<file path="src/hdl/aamc_pkg.sv">
// package: register map, field layout and timing constants for the measurement control block
package aamc_pkg;

  // ----------------------------------------------------------------------
  // special function register addresses
  // ----------------------------------------------------------------------
  localparam logic [7:0] ADDR_TEMPERATURE_RESULT = 8'hd7;
  localparam logic [7:0] ADDR_MEASUREMENT_START  = 8'hd8;
  localparam logic [7:0] ADDR_BATTERY_RESULT     = 8'hdf;
  localparam logic [7:0] ADDR_SUPPLY_RESULT      = 8'hef;
  localparam logic [7:0] ADDR_CHANGE_DELTA       = 8'hf3;
  localparam logic [7:0] ADDR_BG_PERIOD          = 8'hf9;
  localparam logic [7:0] ADDR_LOW_BAT_THRESHOLD  = 8'hfa;

  // bit addresses of the start register, bit 0 sits at the register address
  localparam logic [7:0] BITADDR_START_BASE      = 8'hd8;
  localparam logic [7:0] BITADDR_START_TOP       = 8'hdf;

  // ----------------------------------------------------------------------
  // field positions
  // ----------------------------------------------------------------------
  localparam int POS_SUPPLY_INTERVAL  = 4;
  localparam int POS_BATTERY_INTERVAL = 2;
  localparam int POS_TEMP_INTERVAL    = 0;
  localparam int POS_TEMP_DELTA       = 3;
  localparam int POS_SUPPLY_DELTA     = 0;
  localparam int POS_START_BATTERY    = 0;
  localparam int POS_START_TEMP       = 1;
  localparam int POS_START_SUPPLY     = 2;
  localparam int POS_CLOCK_LOSS_ACK   = 7;

  // ----------------------------------------------------------------------
  // reset value and change-delta codes
  // ----------------------------------------------------------------------
  localparam logic [7:0] RST_REG8     = 8'h00;
  localparam logic [2:0] DELTA_NONE   = 3'h0;
  localparam logic [2:0] DELTA_EVERY  = 3'h7;

  // ----------------------------------------------------------------------
  // time base: one minute at 50 MHz
  // ----------------------------------------------------------------------
  localparam longint CLK_HZ          = 64'd50000000;
  localparam longint MINUTE_S        = 64'd60;
  localparam longint MINUTE_CYCLES   = CLK_HZ * MINUTE_S;
  localparam logic [3:0] MIN_16      = 4'hf;
  localparam logic [3:0] MIN_8       = 4'h7;
  localparam logic [3:0] MIN_4       = 4'h3;
  localparam logic [3:0] MIN_2       = 4'h1;

  // channel index
  localparam int CH_BATTERY = 0;
  localparam int CH_TEMP    = 1;
  localparam int CH_SUPPLY  = 2;
  localparam int NUM_CH     = 3;

  // request and answer towards one converter
  typedef struct packed {
    logic       req;
  } aamc_conv_req_t;

  typedef struct packed {
    logic       ack;
    logic       done;
    logic [7:0] data;
  } aamc_conv_rsp_t;

  // operating modes
  typedef enum logic [1:0] {
    AAMC_MODE_FULL,
    AAMC_MODE_BATTERY_ACTIVE,
    AAMC_MODE_SLEEP
  } aamc_mode_t;

endpackage : aamc_pkg

</file>
<file path="src/hdl/aamc_sync3.sv">
// module: three-stage synchroniser, change accepted once stages two and three agree
`timescale 1ns/100ps
module aamc_sync3 #(
  parameter int W = 1
) (
  // clocking
  input  wire logic         mclk,
  input  wire logic         srst,
  input  wire logic         ce,
  // data
  input  wire logic [W-1:0] async_in,
  output logic      [W-1:0] sync_out
);

  logic [W-1:0] s1_reg;
  logic [W-1:0] s2_reg;
  logic [W-1:0] s3_reg;
  logic [W-1:0] out_reg;

  // per bit: stage one feeds only stage two; filter looks at two and three
  genvar b;
  for (b = 0; b < W; b++) begin : g_bit
    always_ff @(posedge mclk) begin
      if (srst) begin
        s1_reg[b]  <= 1'b0;
        s2_reg[b]  <= 1'b0;
        s3_reg[b]  <= 1'b0;
        out_reg[b] <= 1'b0;
      end else if (ce) begin
        s1_reg[b] <= async_in[b];
        s2_reg[b] <= s1_reg[b];
        s3_reg[b] <= s2_reg[b];
        if (s2_reg[b] == s3_reg[b]) begin
          out_reg[b] <= s3_reg[b];
        end
      end
    end
  end

  assign sync_out = out_reg;

endmodule : aamc_sync3

</file>
<file path="src/hdl/aamc_top.sv">
// module: auxiliary temperature, battery and supply measurement control
`timescale 1ns/100ps
module aamc_top #(
  parameter longint MINUTE_CYCLES = aamc_pkg::MINUTE_CYCLES
) (
  // clocking
  input  wire logic                    mclk,
  input  wire logic                    srst,
  input  wire logic                    ce,
  // special function register port
  input  wire logic [7:0]              sfr_addr,
  input  wire logic                    sfr_wr,
  input  wire logic                    sfr_rd,
  input  wire logic [7:0]              sfr_wdata,
  input  wire logic                    bit_wr,
  input  wire logic [7:0]              bit_addr,
  input  wire logic                    bit_wdata,
  output logic      [7:0]              sfr_rdata,
  // power mode and clock fault
  input  wire aamc_pkg::aamc_mode_t    op_mode,
  input  wire logic                    pll_lock_reset,
  output logic                         clock_loss_fault,
  // converters, from the analog side
  output aamc_pkg::aamc_conv_req_t [2:0] conv_req,
  input  wire aamc_pkg::aamc_conv_rsp_t [2:0] conv_rsp,
  // events towards the core
  output logic                         temperature_irq,
  output logic                         supply_irq,
  output logic                         battery_irq,
  output logic                         low_battery_flag,
  input  wire logic                    low_battery_flag_clr
);

  // ----------------------------------------------------------------------
  // registers
  // ----------------------------------------------------------------------
  logic [7:0] period_reg;
  logic [7:0] delta_reg;
  logic [7:0] threshold_reg;
  logic [2:0] start_reg;
  logic [7:0] result_reg [3];
  logic [7:0] ref_reg    [3];
  logic [2:0] bg_pend_reg;
  logic [2:0] oneshot_reg;
  logic [2:0] req_reg;
  logic [2:0] irq_reg;
  logic       fault_reg;
  logic       lowbat_reg;
  logic [7:0] rdata_reg;
  logic [31:0] tick_cnt_reg;
  logic [3:0]  minute_reg;

  // ----------------------------------------------------------------------
  // converter answers are from the analog domain: synchronise
  // ----------------------------------------------------------------------
  logic [2:0] ack_s;
  logic [2:0] done_s;
  logic [2:0] ack_d_reg;
  logic [2:0] done_d_reg;
  logic [5:0] raw_flags;
  logic [5:0] sync_flags;
  logic       lock_rst_s;

  // data is taken on done, after it has been stable for several cycles
  genvar c;
  for (c = 0; c < aamc_pkg::NUM_CH; c++) begin : g_raw
    assign raw_flags[c]     = conv_rsp[c].ack;
    assign raw_flags[c + 3] = conv_rsp[c].done;
  end

  aamc_sync3 #(.W(6)) u_sync_conv (
    .mclk     (mclk),
    .srst     (srst),
    .ce       (ce),
    .async_in (raw_flags),
    .sync_out (sync_flags)
  );

  aamc_sync3 #(.W(1)) u_sync_lock (
    .mclk     (mclk),
    .srst     (srst),
    .ce       (ce),
    .async_in (pll_lock_reset),
    .sync_out (lock_rst_s)
  );

  assign ack_s  = sync_flags[2:0];
  assign done_s = sync_flags[5:3];

  // ----------------------------------------------------------------------
  // decode
  // ----------------------------------------------------------------------
  wire wr_period = sfr_wr && (sfr_addr == aamc_pkg::ADDR_BG_PERIOD);
  wire wr_delta  = sfr_wr && (sfr_addr == aamc_pkg::ADDR_CHANGE_DELTA);
  wire wr_thresh = sfr_wr && (sfr_addr == aamc_pkg::ADDR_LOW_BAT_THRESHOLD);
  wire wr_start  = sfr_wr && (sfr_addr == aamc_pkg::ADDR_MEASUREMENT_START);
  wire bit_hit   = bit_wr && (bit_addr >= aamc_pkg::BITADDR_START_BASE)
                          && (bit_addr <= aamc_pkg::BITADDR_START_TOP);
  wire [2:0] bit_idx = bit_addr[2:0];

  // write data as seen by the start register, byte or single bit
  wire [7:0] start_wmask = wr_start ? 8'hff : (bit_hit ? (8'h01 << bit_idx) : 8'h00);
  wire [7:0] start_wval  = wr_start ? sfr_wdata : {8{bit_wdata}};
  wire [7:0] start_set   = start_wmask & start_wval;

  // low-power mode gating of background strobes
  wire bat_active  = (op_mode == aamc_pkg::AAMC_MODE_BATTERY_ACTIVE);
  wire sleep_mode  = (op_mode == aamc_pkg::AAMC_MODE_SLEEP);
  wire [2:0] bg_allow;
  assign bg_allow[aamc_pkg::CH_BATTERY] = !bat_active && !sleep_mode;
  assign bg_allow[aamc_pkg::CH_TEMP]    = !bat_active;
  assign bg_allow[aamc_pkg::CH_SUPPLY]  = 1'b1;

  // ----------------------------------------------------------------------
  // minute time base
  // ----------------------------------------------------------------------
  wire minute_tick = (tick_cnt_reg == 32'(MINUTE_CYCLES - 1));

  // free running so that every interval lines up on the same minute edge
  always_ff @(posedge mclk) begin
    if (srst) begin
      tick_cnt_reg <= '0;
      minute_reg   <= 4'h0;
    end else if (ce) begin
      tick_cnt_reg <= minute_tick ? '0 : tick_cnt_reg + 32'h1;
      if (minute_tick) begin
        minute_reg <= minute_reg + 4'h1;
      end
    end
  end

  // interval selection per channel
  function automatic logic strobe_due(input logic [1:0] sel, input logic long16,
                                      input logic [3:0] minute);
    logic [3:0] mask;
    mask = 4'h0;
    unique case (sel)
      2'b00: mask = 4'h0;
      2'b01: mask = long16 ? aamc_pkg::MIN_16 : aamc_pkg::MIN_8;
      2'b10: mask = long16 ? aamc_pkg::MIN_4 : aamc_pkg::MIN_2;
      2'b11: mask = 4'h0;
    endcase
    strobe_due = (sel != 2'b00) && ((minute & mask) == 4'h0);
  endfunction : strobe_due

  wire [1:0] supply_bg_interval  = period_reg[aamc_pkg::POS_SUPPLY_INTERVAL +: 2];
  wire [1:0] battery_bg_interval = period_reg[aamc_pkg::POS_BATTERY_INTERVAL +: 2];
  wire [1:0] temp_bg_interval    = period_reg[aamc_pkg::POS_TEMP_INTERVAL +: 2];
  wire [2:0] temperature_delta_threshold = delta_reg[aamc_pkg::POS_TEMP_DELTA +: 3];
  wire [2:0] supply_delta_threshold      = delta_reg[aamc_pkg::POS_SUPPLY_DELTA +: 3];

  wire [2:0] bg_strobe;
  assign bg_strobe[aamc_pkg::CH_BATTERY] = minute_tick &&
    strobe_due(battery_bg_interval, 1'b1, minute_reg);
  assign bg_strobe[aamc_pkg::CH_TEMP]    = minute_tick &&
    strobe_due(temp_bg_interval, 1'b0, minute_reg);
  assign bg_strobe[aamc_pkg::CH_SUPPLY]  = minute_tick &&
    strobe_due(supply_bg_interval, 1'b0, minute_reg);

  // ----------------------------------------------------------------------
  // configuration registers
  // ----------------------------------------------------------------------
  always_ff @(posedge mclk) begin
    if (srst) begin
      period_reg    <= aamc_pkg::RST_REG8;
      delta_reg     <= aamc_pkg::RST_REG8;
      threshold_reg <= aamc_pkg::RST_REG8;
    end else if (ce) begin
      if (wr_period) period_reg    <= sfr_wdata;   // bits 7:6 stored as written
      if (wr_delta)  delta_reg     <= sfr_wdata;
      if (wr_thresh) threshold_reg <= sfr_wdata;
    end
  end

  // ----------------------------------------------------------------------
  // per-channel request, result and delta logic
  // ----------------------------------------------------------------------
  for (c = 0; c < aamc_pkg::NUM_CH; c++) begin : g_ch
    wire [2:0] dsel = (c == aamc_pkg::CH_TEMP)   ? temperature_delta_threshold :
                      (c == aamc_pkg::CH_SUPPLY) ? supply_delta_threshold : aamc_pkg::DELTA_NONE;
    wire [7:0] diff = (conv_rsp[c].data >= ref_reg[c]) ?
                      (conv_rsp[c].data - ref_reg[c]) : (ref_reg[c] - conv_rsp[c].data);
    wire done_rise  = done_s[c] && !done_d_reg[c];
    wire ack_rise   = ack_s[c] && !ack_d_reg[c];
    // strictly greater than the delta, 7 means every sample
    wire delta_hit  = (dsel == aamc_pkg::DELTA_EVERY) ||
                      ((dsel != aamc_pkg::DELTA_NONE) && (diff > {5'h00, dsel}));
    // battery always reports its result; low battery is judged separately
    wire fire       = done_rise && (oneshot_reg[c] || delta_hit ||
                      (c == aamc_pkg::CH_BATTERY));
    wire new_bg     = bg_strobe[c] && bg_allow[c];

    // one request in flight per converter; later strobes wait as pending
    always_ff @(posedge mclk) begin
      if (srst) begin
        start_reg[c]   <= 1'b0;
        bg_pend_reg[c] <= 1'b0;
        req_reg[c]     <= 1'b0;
        oneshot_reg[c] <= 1'b0;
        ack_d_reg[c]   <= 1'b0;
        done_d_reg[c]  <= 1'b0;
        irq_reg[c]     <= 1'b0;
        result_reg[c]  <= aamc_pkg::RST_REG8;
        ref_reg[c]     <= aamc_pkg::RST_REG8;
      end else if (ce) begin
        ack_d_reg[c]  <= ack_s[c];
        done_d_reg[c] <= done_s[c];
        irq_reg[c]    <= fire;
        // software may write 0 too; acceptance by the converter wins the clear
        if (ack_rise && req_reg[c] && oneshot_reg[c]) begin
          start_reg[c] <= 1'b0;
        end else if (start_wmask[c]) begin
          start_reg[c] <= start_wval[c];
        end
        if (new_bg) begin
          bg_pend_reg[c] <= 1'b1;
        end else if (!req_reg[c] && !start_reg[c] && !done_s[c]) begin
          bg_pend_reg[c] <= 1'b0;
        end
        if (!req_reg[c] && !done_s[c] && (start_reg[c] || bg_pend_reg[c])) begin
          req_reg[c]     <= 1'b1;
          oneshot_reg[c] <= start_reg[c];
        end else if (ack_rise) begin
          req_reg[c] <= 1'b0;
        end
        if (fire) begin
          result_reg[c] <= conv_rsp[c].data;
          ref_reg[c]    <= conv_rsp[c].data;
        end
        if (done_rise) begin
          oneshot_reg[c] <= 1'b0;
        end
      end
    end

    assign conv_req[c].req = req_reg[c];
  end

  // ----------------------------------------------------------------------
  // clock-loss fault and low battery flags
  // ----------------------------------------------------------------------
  wire ack_fault   = start_set[aamc_pkg::POS_CLOCK_LOSS_ACK];
  wire bat_done    = done_s[aamc_pkg::CH_BATTERY] && !done_d_reg[aamc_pkg::CH_BATTERY];
  wire bat_low     = bat_done && (conv_rsp[aamc_pkg::CH_BATTERY].data < threshold_reg);

  // set wins over a clear in the same cycle
  always_ff @(posedge mclk) begin
    if (srst) begin
      fault_reg  <= 1'b0;
      lowbat_reg <= 1'b0;
    end else if (ce) begin
      if (lock_rst_s) begin
        fault_reg <= 1'b1;
      end else if (ack_fault) begin
        fault_reg <= 1'b0;
      end
      if (bat_low) begin
        lowbat_reg <= 1'b1;
      end else if (low_battery_flag_clr) begin
        lowbat_reg <= 1'b0;
      end
    end
  end

  // ----------------------------------------------------------------------
  // read path, registered
  // ----------------------------------------------------------------------
  logic [7:0] rd_mux;
  always_comb begin
    rd_mux = 8'h00;
    unique case (sfr_addr)
      aamc_pkg::ADDR_TEMPERATURE_RESULT: rd_mux = result_reg[aamc_pkg::CH_TEMP];
      aamc_pkg::ADDR_MEASUREMENT_START:  rd_mux = {5'h00, start_reg};   // ack bit reads 0
      aamc_pkg::ADDR_BATTERY_RESULT:     rd_mux = result_reg[aamc_pkg::CH_BATTERY];
      aamc_pkg::ADDR_SUPPLY_RESULT:      rd_mux = result_reg[aamc_pkg::CH_SUPPLY];
      aamc_pkg::ADDR_CHANGE_DELTA:       rd_mux = delta_reg;
      aamc_pkg::ADDR_BG_PERIOD:          rd_mux = period_reg;
      aamc_pkg::ADDR_LOW_BAT_THRESHOLD:  rd_mux = threshold_reg;
      default:                           rd_mux = 8'h00;
    endcase
  end

  always_ff @(posedge mclk) begin
    if (srst) begin
      rdata_reg <= aamc_pkg::RST_REG8;
    end else if (ce && sfr_rd) begin
      rdata_reg <= rd_mux;
    end
  end

  assign sfr_rdata        = rdata_reg;
  assign clock_loss_fault = fault_reg;
  assign low_battery_flag = lowbat_reg;
  assign temperature_irq  = irq_reg[aamc_pkg::CH_TEMP];
  assign supply_irq       = irq_reg[aamc_pkg::CH_SUPPLY];
  assign battery_irq      = irq_reg[aamc_pkg::CH_BATTERY];

endmodule : aamc_top

</file>
<file path="config.mk">
export PLATFORM = sky130hd
export DESIGN_NAME = aamc_top
export DESIGN_NICKNAME = d
export VERILOG_FILES = /design/src/hdl/aamc_pkg.sv /design/src/hdl/aamc_sync3.sv /design/src/hdl/aamc_top.sv
export SDC_FILE = /design/constraint.sdc
export NUM_CORES = 1
export LEC_CHECK = 0
export ABC_AREA = 1
export BUFFER_PORTS_ARGS = -buffer_cell sky130_fd_sc_hd__buf_2
export CAP_MARGIN = 15
export CORE_ASPECT_RATIO = 0.5
export CORE_MARGIN = 8
export CORE_UTILIZATION = 50
export DETAILED_ROUTE_END_ITERATION = 6
export PLACE_DENSITY = 0.72
export SETUP_SLACK_MARGIN = 0.1
export SLEW_MARGIN = 40
export SYNTH_ARGS = -nofsm -noshare
export SYNTH_HDL_FRONTEND = slang
export SYNTH_SLANG_ARGS = --single-unit
export TNS_END_PERCENT = 10
</file>
<file path="constraint.sdc">
create_clock -name mclk -period 3.1 [get_ports mclk]
set_input_delay 0.62 -clock mclk [delete_from_list [all_inputs] [get_ports mclk]]
set_output_delay 0.62 -clock mclk [all_outputs]
set_load 0.03 [all_outputs]
</file>
==> results.txt, run 1 <==
* DR pass1 iterations: 7
- Final number of hold-violating endpoints: 0
* Switching power: ~1200 uW
* Critical path peak fanout: 8
- In this run, distinct cell masters in the synthesized netlist total 49.
* Number of enable flip-flop cells after synthesis: 24
- First-pass GRT wire length: 38.8 mm
- CP Capture Type: flip-flop
- Clock tree synthesis inserted a total of 17 buffers.
* Y dimension of the die: about 110 um
- Crit path buf inv count: 4
- For this run, the leading register cell type out of synthesis is dfxtp_1.
- Reg power frac: 0.404
- The endpoint identified for the worst register-to-register timing path is ref_reg[1][4]$_SDFFCE_PN0P_.
* Average footprint of a synthesized cell: roughly 7 um2
- Number of global-route vias before repair: a little over 8000
* Rows: 34
* Overflow after GRT: 0
- CTS placed an instance of clkbuf_16 at the clock tree root.
- The number of slew-limit violations in the final report was 0.
- Total standard cell area after synthesis: ~8700 um2
- The worst setup path is launched from a flip-flop.
* Synth Register Bits: 143
- Synth Net Count: roughly 1400
- The Yosys step of the flow raised 0 warnings.
- Using the TritonRoute via totals, the vias-per-cell ratio works out to approximately 5.3.
- In this run the number of H-tree levels came out at 4.
- The share of total power dissipated in combinational logic is 0.126.
- Slew at the pin closest to its max-slew limit: ~0.5 ns
* Final instance count without filler cells: 1630
* Startpoint of the lowest-slack register-to-register path: ref_reg[1][0]$_SDFFCE_PN0P_
- Entering global routing, the biggest net connects 51 pins.
* Critical path depth in cells: 21
- Internal power consumption: roughly 3600 uW
- The repair_antennas step left the layout with diodes totalling 0.
* Count of routing violations after the opening detailed-route iteration: around 740
* Post-route design area: around 10000 um2
- Leaving out fill and tap cells, the most frequent cells in the layout are 276 x nand2_1, 174 x inv_1, 146 x nor2_1.
* Final routed wire length divided by cell count: approximately 15 um
* HPWL after detailed placement: around 18 mm
- The critical path is of the reg -> reg type.
- From synthesis to final layout, the design area changed by 20.6%.
- The worst-case IR drop observed on VDD is ~350 uV.
* Highest clock frequency the design can meet: between 0.3 and 0.4 GHz
- The filler cells instantiated in the layout total 1593.
- Counting flops with an async set or reset pin after synthesis yields a share of 0.
- The worst hold path belongs to the class in -> reg.
- Total Nets Final: between 1500 and 2000
- During placement, the flow inserted port buffers numbering 80.
- Setup repair after global routing could not meet its margin everywhere.
* Last element of the critical path: ref_reg[1][4]$_SDFFCE_PN0P_
- By instance count, the cell type seen most on the critical path is nand2_1.
* CORE AREA: roughly 17000 um2
- Share of layout cells above drive strength 1: 0.176
- The detail route stage leaves a number of antenna-violating nets equal to 0.
* Worst path cell trace: ha_2 > inv_2 > fa_2 > nand3_2 > nand3_2 > nand2_2 > nand3_4 > inv_2 > nand2_1 > nand2_1 > xnor2_1 > inv_1 > ha_4 > inv_2 > nor2_2 > o21ai_1 > nand2_1 > nand2_1 > nand2_2 > nand2_2 > nand2_4
- The critical path starts at ref_reg[1][0]$_SDFFCE_PN0P_.
* Chip Width: a little over 200 um
- Final RePlAce weighted congestion: about 0.9
* Worst Path Arrival: about 3.1 ns
* Count of endpoints failing setup in the final report: 0
- Clock period minus worst slack: between 2 and 3 ns
- Clock latency at the later pin of the worst-skew pair: about 0.43 ns
- In the finished design, the share of the clock period the worst path needs comes to 0.944.
* Sequential element share of the synthesized area: 0.356
* Clock Power Share: 0.470
- Post-layout total power: ~4800 uW
* Number of flip-flops in the largest register: 32
* Count of unresolved DRC violations after routing: 0
- Most frequent standard cell in the layout excluding fill and tap cells: nand2_1
* Hold slack final: approximately 0.42 ns
* Placed Cells incl. Taps: 1591
- Across all register-to-register paths, the minimum setup slack is 0.17 ns.
- Maximum clock path buffer count: 2
- Of the total power, the share spent switching nets is 0.251.
* Sinks on the clock net: between 100 and 150
- Placed Instance Area: between 9000 and 10000 um2
- Max-cap viol count: 0
- Required time reported for the critical path endpoint: between 3 and 4 ns
- GRT Total Usage: 0.211
* Family with the most delay on the worst path: simple AND/OR/NAND/NOR gates
- Path depth of the worst reg2reg path: 21
- In this run the power density over the cells is between 400 and 500 nW/um2.
* Setup Skew: ~0.011 ns
- The cell count after synthesis came out at 1262.
- After clock tree synthesis, the clock-pin slew on the worst setup and hold paths is 0.06 ns.
- Largest stage delay on the critical path: 0.39 ns
- Count of hold-fix buffers inserted at cts: 0
- At the end of the flow the core is filled with cells to 0.609.
- In this run the static leakage power is 0.00473 uW.
- Initial standard-cell utilization of the core: 0.505
- Ports placed on the boundary: a little over 80
* Vias after detailed routing: 8683
- Detailed-route wire length: between 20 and 25 mm
* Antenna violations before repair: 0
- CP max stage cell: fa_2
- Clock tree from TritonCTS: done
- Worst slew margin relative to its limit: 0.656
* Die outline area: 22100 um2
- Result of the run: complete, no violations
timing repair:
| item | 4_1_cts | 5_1_grt |
|---|---|---|
| resized for setup | 0 | 37 |
| setup buffers | 0 | 7 |
| setup endpoints to repair | 0 | 33 |
cell usage after synthesis (2+ instances only):
library cell	instances	area (um2)
a2111oi_0	2	17.5
a211oi_1	7	52.6
a21o_1	3	22.5
a21oi_1	94	470
and3_1	3	18.8
buf_1	4	15.0
buf_2	8	40.0
buf_4	2	15.0
clkbuf_1	20	75.1
dfxtp_1	119	2380
edfxtp_1	24	721
fa_1	4	80.1
ha_1	52	651
inv_1	182	683
inv_2	8	30.0
nand2_1	286	1070
nand2_2	5	31.3
nand3_1	66	330
nand3_2	5	50.1
nand4_1	26	163
nand4_4	2	42.5
nor2_1	150	563
nor2_2	5	31.3
nor2_4	6	67.6
nor3_1	26	130
nor3_2	6	60.1
nor4_1	5	31.3
o211ai_1	2	15.0
o21ai_0	84	420
o21ai_1	4	20.0
o22ai_1	13	81.3
o31ai_1	10	75.1
o41ai_1	3	26.3
or2_2	2	12.5
xnor2_1	6	52.6
xor2_1	5	43.8
worst min-delay path by stage:
stage                               start                            endpoint  slack [ns]  cells after the start
5_1_grt                      conv_rsp[28]  u_sync_conv.s1_reg[5]$_SDFFE_PP0P_        0.43                      3
3_3_place_gp   period_reg[7]$_SDFFE_PP0P_          period_reg[7]$_SDFFE_PP0P_        0.44                      2
3_5_place_dp     battery_irq$_SDFFE_PP0P_            battery_irq$_SDFFE_PP0P_        0.44                      2
4_1_cts                      conv_rsp[18]  u_sync_conv.s1_reg[4]$_SDFFE_PP0P_        0.42                      3
2_1_floorplan   delta_reg[6]$_SDFFE_PP0P_           delta_reg[6]$_SDFFE_PP0P_        0.43                      2
6_report                     conv_rsp[18]  u_sync_conv.s1_reg[4]$_SDFFE_PP0P_        0.42                      3
stage by stage:
stage	setup TNS, ns	setup WS [ns]
after floorplan	0	0.0943
after global placement	-3.08	-0.152
after detailed placement	-7.96	-0.292
after CTS	0	0.144
after global routing	0	0.0281
final	0	0.174
tightest hold or removal path, stage by stage:
cell and delay (ns):
buf_2 0.07, nor2_1 0.03, nor2_1 0.08
per-layer routing:
layer  part of all wire  up-vias  global-route usage
met4              0.029        0              0.0859
met1               0.45     4013               0.264
li1                   -     4366                   -
met5                  0        -                   0
met3              0.051       48              0.0362
met2               0.47      256               0.365
area by class of cell:
cell class                      count  area [um2]  share of cell area
Inverter                          192         722              0.0688
Clock inverter                     14         214              0.0204
Clock buffer                       18         429              0.0409
Multi-Input combinational cell    893        4910               0.468
Sequential cell                   143        3100               0.296
Timing Repair Buffer              136         821              0.0782
Tap cell                          234         293              0.0279
logic make-up (layout without fill, tap and decap cells):
group | Yosys count | after routing | synth area share
simple gates | 599 | 599 | 0.306
compound gates | 227 | 227 | 0.143
flops | 143 | 143 | 0.356
fa+ha+maj | 56 | 56 | 0.0839
buf+inv | 226 | 360 | 0.0996
xor+xnor | 11 | 11 | 0.0111
power by group through the flow:
stage          Sequential, uW  Clock, uW  Combinational [uW]
2_1_floorplan            1980          0                 345
3_3_place_gp             1980          0                 532
3_5_place_dp             1980          0                 549
4_1_cts                  1940       2260                 554
5_1_grt                  1950       2340                 680
6_report                 1940       2260                 606
Note: power is estimated with default switching activity, not from simulation.
==> inputs of run 2 (changes only) <==
ABC_AREA = unset   (was 1)
==> run 2 against run 1 <==
  * The run now ends with negative setup slack left
  * Register-to-register slack got worse by 0.80 ns
  * Count of clock-buffer cells in the layout did not move
  * Wire length fell by 6.7%
  * Global-route usage fell by 0.15 points
  * Synthesized area fell by 4.9%
  * First-iteration DRC count fell by 20%
  * Sequential power barely moved
  * Combinational power rose by 6.1%
  * Non-clock buffer count rose by 40
  * Via count fell by 15%
  * Sequential share of layout area rose by 0.61 points
==> results.txt, run 2 <==
- Result of the run: finished with violations (was complete, no violations)
- The final reports fail on negative setup slack.
- RSZ-0062 raised after global routing: true (unchanged).
* H-Tree Level Count: 4 (unchanged)
* Synth Register Bits: 143 (unchanged)
- The data arrival time of the critical path was 3.85 ns (was 3.06 ns).
- Class of the most critical hold timing path: in -> reg (unchanged)
- Startpoint of the lowest-slack register-to-register path: ref_reg[1][0]$_SDFFCE_PN0P_ (unchanged)
* Synth top area share: 0.288 (was 0.274)
* Die outline area: 21200 um2 (was 22100 um2)
* Slew at the pin closest to its max-slew limit: 0.697 ns (was 0.514 ns)
- Share of layout cells above drive strength 1: 0.226 (was 0.176)
- Antenna Cells: 0 (unchanged)
- Rows: 33 (was 34)
- Max-cap viol count: 0 (unchanged)
- Yosys warning total: 0 (unchanged)
- The length of the first detailed-routing pass in iterations came to 5 (was 7).
* Clock period minus worst slack: 3.72 ns (was 2.93 ns)
- The signed area change from the synthesized netlist to the final layout was 24.3% (was 20.6%).
* Commonest cells in the netlist: 119 x dfxtp_1, 113 x nor2_1, 68 x inv_1, 67 x mux2i_1, 52 x ha_1 (was 286 x nand2_1, 182 x inv_1, 150 x nor2_1, 119 x dfxtp_1, 94 x a21oi_1)
* Clock slew at reported path FFs: 0.06 ns (about the same)
- Number of global-route vias before repair: 7147 (was 8221)
- Cell type with the highest aggregate area in the netlist: dfxtp_1 (unchanged)
- Gate Count Post-Synth: 922 (was 1262)
- Number of flip-flops in the largest register: 32 (unchanged)
- The sum of negative setup slack is -15.65 ns (was 0 ns).
* Worst Min Path Start: pll_lock_reset (was conv_rsp[18])
* Vias after detailed routing: 7352 (was 8683)
- The final worst-path setup slack is -0.622 ns (was 0.174 ns).
* Count of unresolved DRC violations after routing: 0 (unchanged)
- Final RePlAce weighted congestion: 0.974 (was 0.911)
- Number of I/O port buffers: 80 (unchanged)
* Y dimension of the die: 107 um (was 109 um)
* Family with the most delay on the worst path: compound AO/OA/AOI/OAI gates (was simple AND/OR/NAND/NOR gates)
- Maximum clock path buffer count: 2 (unchanged)
* Initial standard-cell utilization of the core: 0.509 (was 0.505)
- Power density of the placed cells: 454 nW/um2 (was 458 nW/um2)
- Worst path cell trace: buf_2 > inv_12 > ha_4 > inv_2 > fa_2 > a21o_1 > a21o_1 > a221oi_4 > buf_4 > mux2_4 > ha_4 > a211oi_4 > o21ai_1 > nand4b_1 > o31ai_4 > buf_12 > o21ai_4 (was ha_2 > inv_2 > fa_2 > nand3_2 > nand3_2 > nand2_2 > nand3_4 > inv_2 > nand2_1 > nand2_1 > xnor2_1 > inv_1 > ha_4 > inv_2 > nor2_2 > o21ai_1 > nand2_1 > nand2_1 > nand2_2 > nand2_2 > nand2_4).
- Clock tree from TritonCTS: done (unchanged)
- Path depth of the worst reg2reg path: 15 (was 21)
- The capture point of the worst reg-to-reg path was ref_reg[1][6]$_SDFFCE_PN0P_ (was ref_reg[1][4]$_SDFFCE_PN0P_).
- The boundary pin count was 81 (unchanged).
- The required time reported for the critical path endpoint came to 3.23 ns (about the same).
- The endpoint type of the worst setup path was a flip-flop (unchanged).
- Hold slack final: 0.430 ns (was 0.421 ns)
* Antenna violations before repair: 2 (was 0)
* Clock latency at the later pin of the worst-skew pair: 0.42 ns (was 0.43 ns)
- Final-report max-slew violation count: 0 (unchanged)
- Cell at the root of the clock tree: clkbuf_16 (unchanged)
- Top flip-flop cell by instance count after synthesis: dfxtp_1 (unchanged)
- The initial DRC count was 594 (was 742).
- Fraction of registers with async set/reset: 0 (unchanged)
- CP max stage cell: fa_2 (unchanged)
- Sinks on the clock net: 143 (unchanged)
* Chip Width: 198 um (was 203 um)
- The static leakage power came to 0.00430 uW (was 0.00473 uW).
* HPWL after detailed placement: 17.0 mm (was 18.1 mm)
- Count of hold-fix buffers inserted at cts: 0 (unchanged)
* Worst hold path endpoint: u_sync_lock.s1_reg$_SDFFE_PP0P_ (was u_sync_conv.s1_reg[4]$_SDFFE_PP0P_)
- The average routed wire per standard cell came to 17.0 um (was 14.7 um).
- Critical path peak fanout: 9 (was 8)
- The number of cells in the design after placement was 1284 (was 1591).
- The remaining number of nets flagged by the antenna check after routing is 0 (unchanged).
- Average footprint of a synthesized cell: 8.98 um2 (was 6.90 um2)
- The final count of hold timing violations is 0 (unchanged).
- The most common cell in the synthesized netlist was dfxtp_1 (was nand2_1).
- GRT Total Usage: 0.210 (was 0.211)
- Synth Net Count: 1043 (was 1383)
- Peak supply drop: 407 uV (was 349 uV)
- Number of clock buffers inserted by TritonCTS: 17 (unchanged)
- Most frequent cells in the layout: 119 x dfxtp_1, 113 x nor2_1, 93 x buf_4 (was 276 x nand2_1, 174 x inv_1, 146 x nor2_1).
* Worst slew margin relative to its limit: 0.536 (was 0.656)
- The worst setup slack for register-to-register paths is -0.62 ns (was 0.17 ns).
- The utilization after layout came to 0.632 (was 0.609).
- The per-cell via count in the routed design is 5.59 (was 5.33).
* Sequential element share of the synthesized area: 0.375 (was 0.356)
* Startpoint type of the worst setup path: primary input (was flip-flop)
- Most frequent standard cell in the layout excluding fill and tap cells: dfxtp_1 (was nand2_1)
- Total Nets Final: 1198 (was 1504)
* Number of distinct library cell variants in the gate-level netlist after synthesis: 73 (was 49)
* Critical path class: in -> reg (was reg -> reg)
- Largest stage delay on the critical path: 0.38 ns (was 0.39 ns)
* Detailed-route wire length: 22.4 mm (was 24.0 mm)
- Highest clock frequency the design can meet: 0.269 GHz (was 0.342 GHz)
- Hold Crit Depth: 3 (unchanged)
* Overflow after GRT: 0 (unchanged)
* Setup Skew: 0.0124 ns (was 0.0107 ns)
- The maximum number of pins on one net before global-route repair is 53 (was 51).
* CORE AREA: 16300 um2 (was 17200 um2)
* Dominant cells by area after synthesis: dfxtp_1 29%, edfxtp_1 8.7%, mux2i_1 8.1%, ha_1 7.9%, nor2_1 5.1% (was dfxtp_1 27%, nand2_1 12%, edfxtp_1 8.3%, inv_1 7.8%, ha_1 7.5%)
- The critical path buffer and inverter count came to 5 (was 4).
* Final instance count without filler cells: 1316 (was 1630)
- Count of endpoints failing setup in the final report: 34 (was 0)
- The wire length of the first global-routing pass is 35.9 mm (was 38.8 mm).
* Post-route fraction of the period consumed by the critical path: 1.20 (was 0.944)
* Number of enable flip-flop cells after synthesis: 24 (unchanged)
- The post-synthesis instance area is 8280 um2 (was 8700 um2).
==> run 2: cell count changes after synthesis, moves of 19 or more <==
cell     before  now
inv_1       182   68
nand2_1     286   48
mux2i_1       0   67
nor2_1      150  113
o21ai_0      84   37
nand3_1      66   24
xor2_1        5   24
a21oi_1      94   46
==> run 2: kinds of logic after synthesis <==
kind of cell | after synthesis | share of synthesized area
AND/OR/NAND/NOR | 319 | 0.204
multiplexers | 69 | 0.0838
flip-flops | 143 | 0.375
adder cells (fa/ha/maj) | 56 | 0.0883
buffers and inverters | 108 | 0.0516
AO/OA/AOI/OAI | 182 | 0.150
XOR/XNOR | 45 | 0.0476
==> run 2: worst max-delay path by stage <==
stage,from,to,slack (ns),depth (start not counted)
floorplan,conv_rsp[10],ref_reg[1][0]$_SDFFCE_PN0P_,-0.67,17
global placement,conv_rsp[10],ref_reg[1][4]$_SDFFCE_PN0P_,-0.97,17
global route,ref_reg[1][0]$_SDFFCE_PN0P_,ref_reg[1][4]$_SDFFCE_PN0P_,-0.75,15
CTS,ref_reg[1][0]$_SDFFCE_PN0P_,ref_reg[1][6]$_SDFFCE_PN0P_,-0.53,16
finish,conv_rsp[10],ref_reg[1][6]$_SDFFCE_PN0P_,-0.62,17
detailed placement,conv_rsp[10],ref_reg[1][3]$_SDFFCE_PN0P_,-0.99,17
==> run 2: metal layers <==
metal / vias to the layer above / wire (um) / GRT usage
met5: - / 22 / 0
met4: 4 / 366 / 0.0657
met3: 37 / 1280 / 0.0444
met2: 192 / 10600 / 0.352
met1: 3514 / 10100 / 0.268
li1: 3605 / - / -
==> run 2: through the flow <==
step / power, uW / setup slack (ns) / cell area [um2]
floorplan: 2340 / -0.670 / 8410
global placement: 2570 / -0.970 / 9640
detailed placement: 2590 / -0.989 / 9640
CTS: 4660 / -0.532 / 10200
global route: 4840 / -0.747 / 10300
finish: 4670 / -0.622 / 10300
==> run 2: area by class of cell <==
type                    instances  area [um2]
clock buffers                  18         429
clock inverters                13         160
fillers                      1384        5980
inverters                      68         268
multi-input cells             671        4900
flip-flops and latches        143        3100
well taps                     227         284
repair buffers                176        1140
==> run 2: report_power, final <==
group	internal [uW]	leakage (uW)	switching, uW	total, uW
Sequential	1910	0.00121	18.4	1930
Clock	1270	0.000292	829	2100
Combinational	298	0.00280	345	643
==> run 2: tightest hold or removal path: cells and delay by family <==
family,cells,cell delay [ns]
simple gates,1,0.07
mux,1,0.05
buf+inv,1,0.08
==> run 2: what timing repair did <==
| item | in CTS | in global routing |
|---|---|---|
| resized for setup | 4 | 6 |
| endpoints found under the setup margin | 34 | 34 |
| pin swaps | 8 | 6 |
| buffers inserted | 0 | 1 |
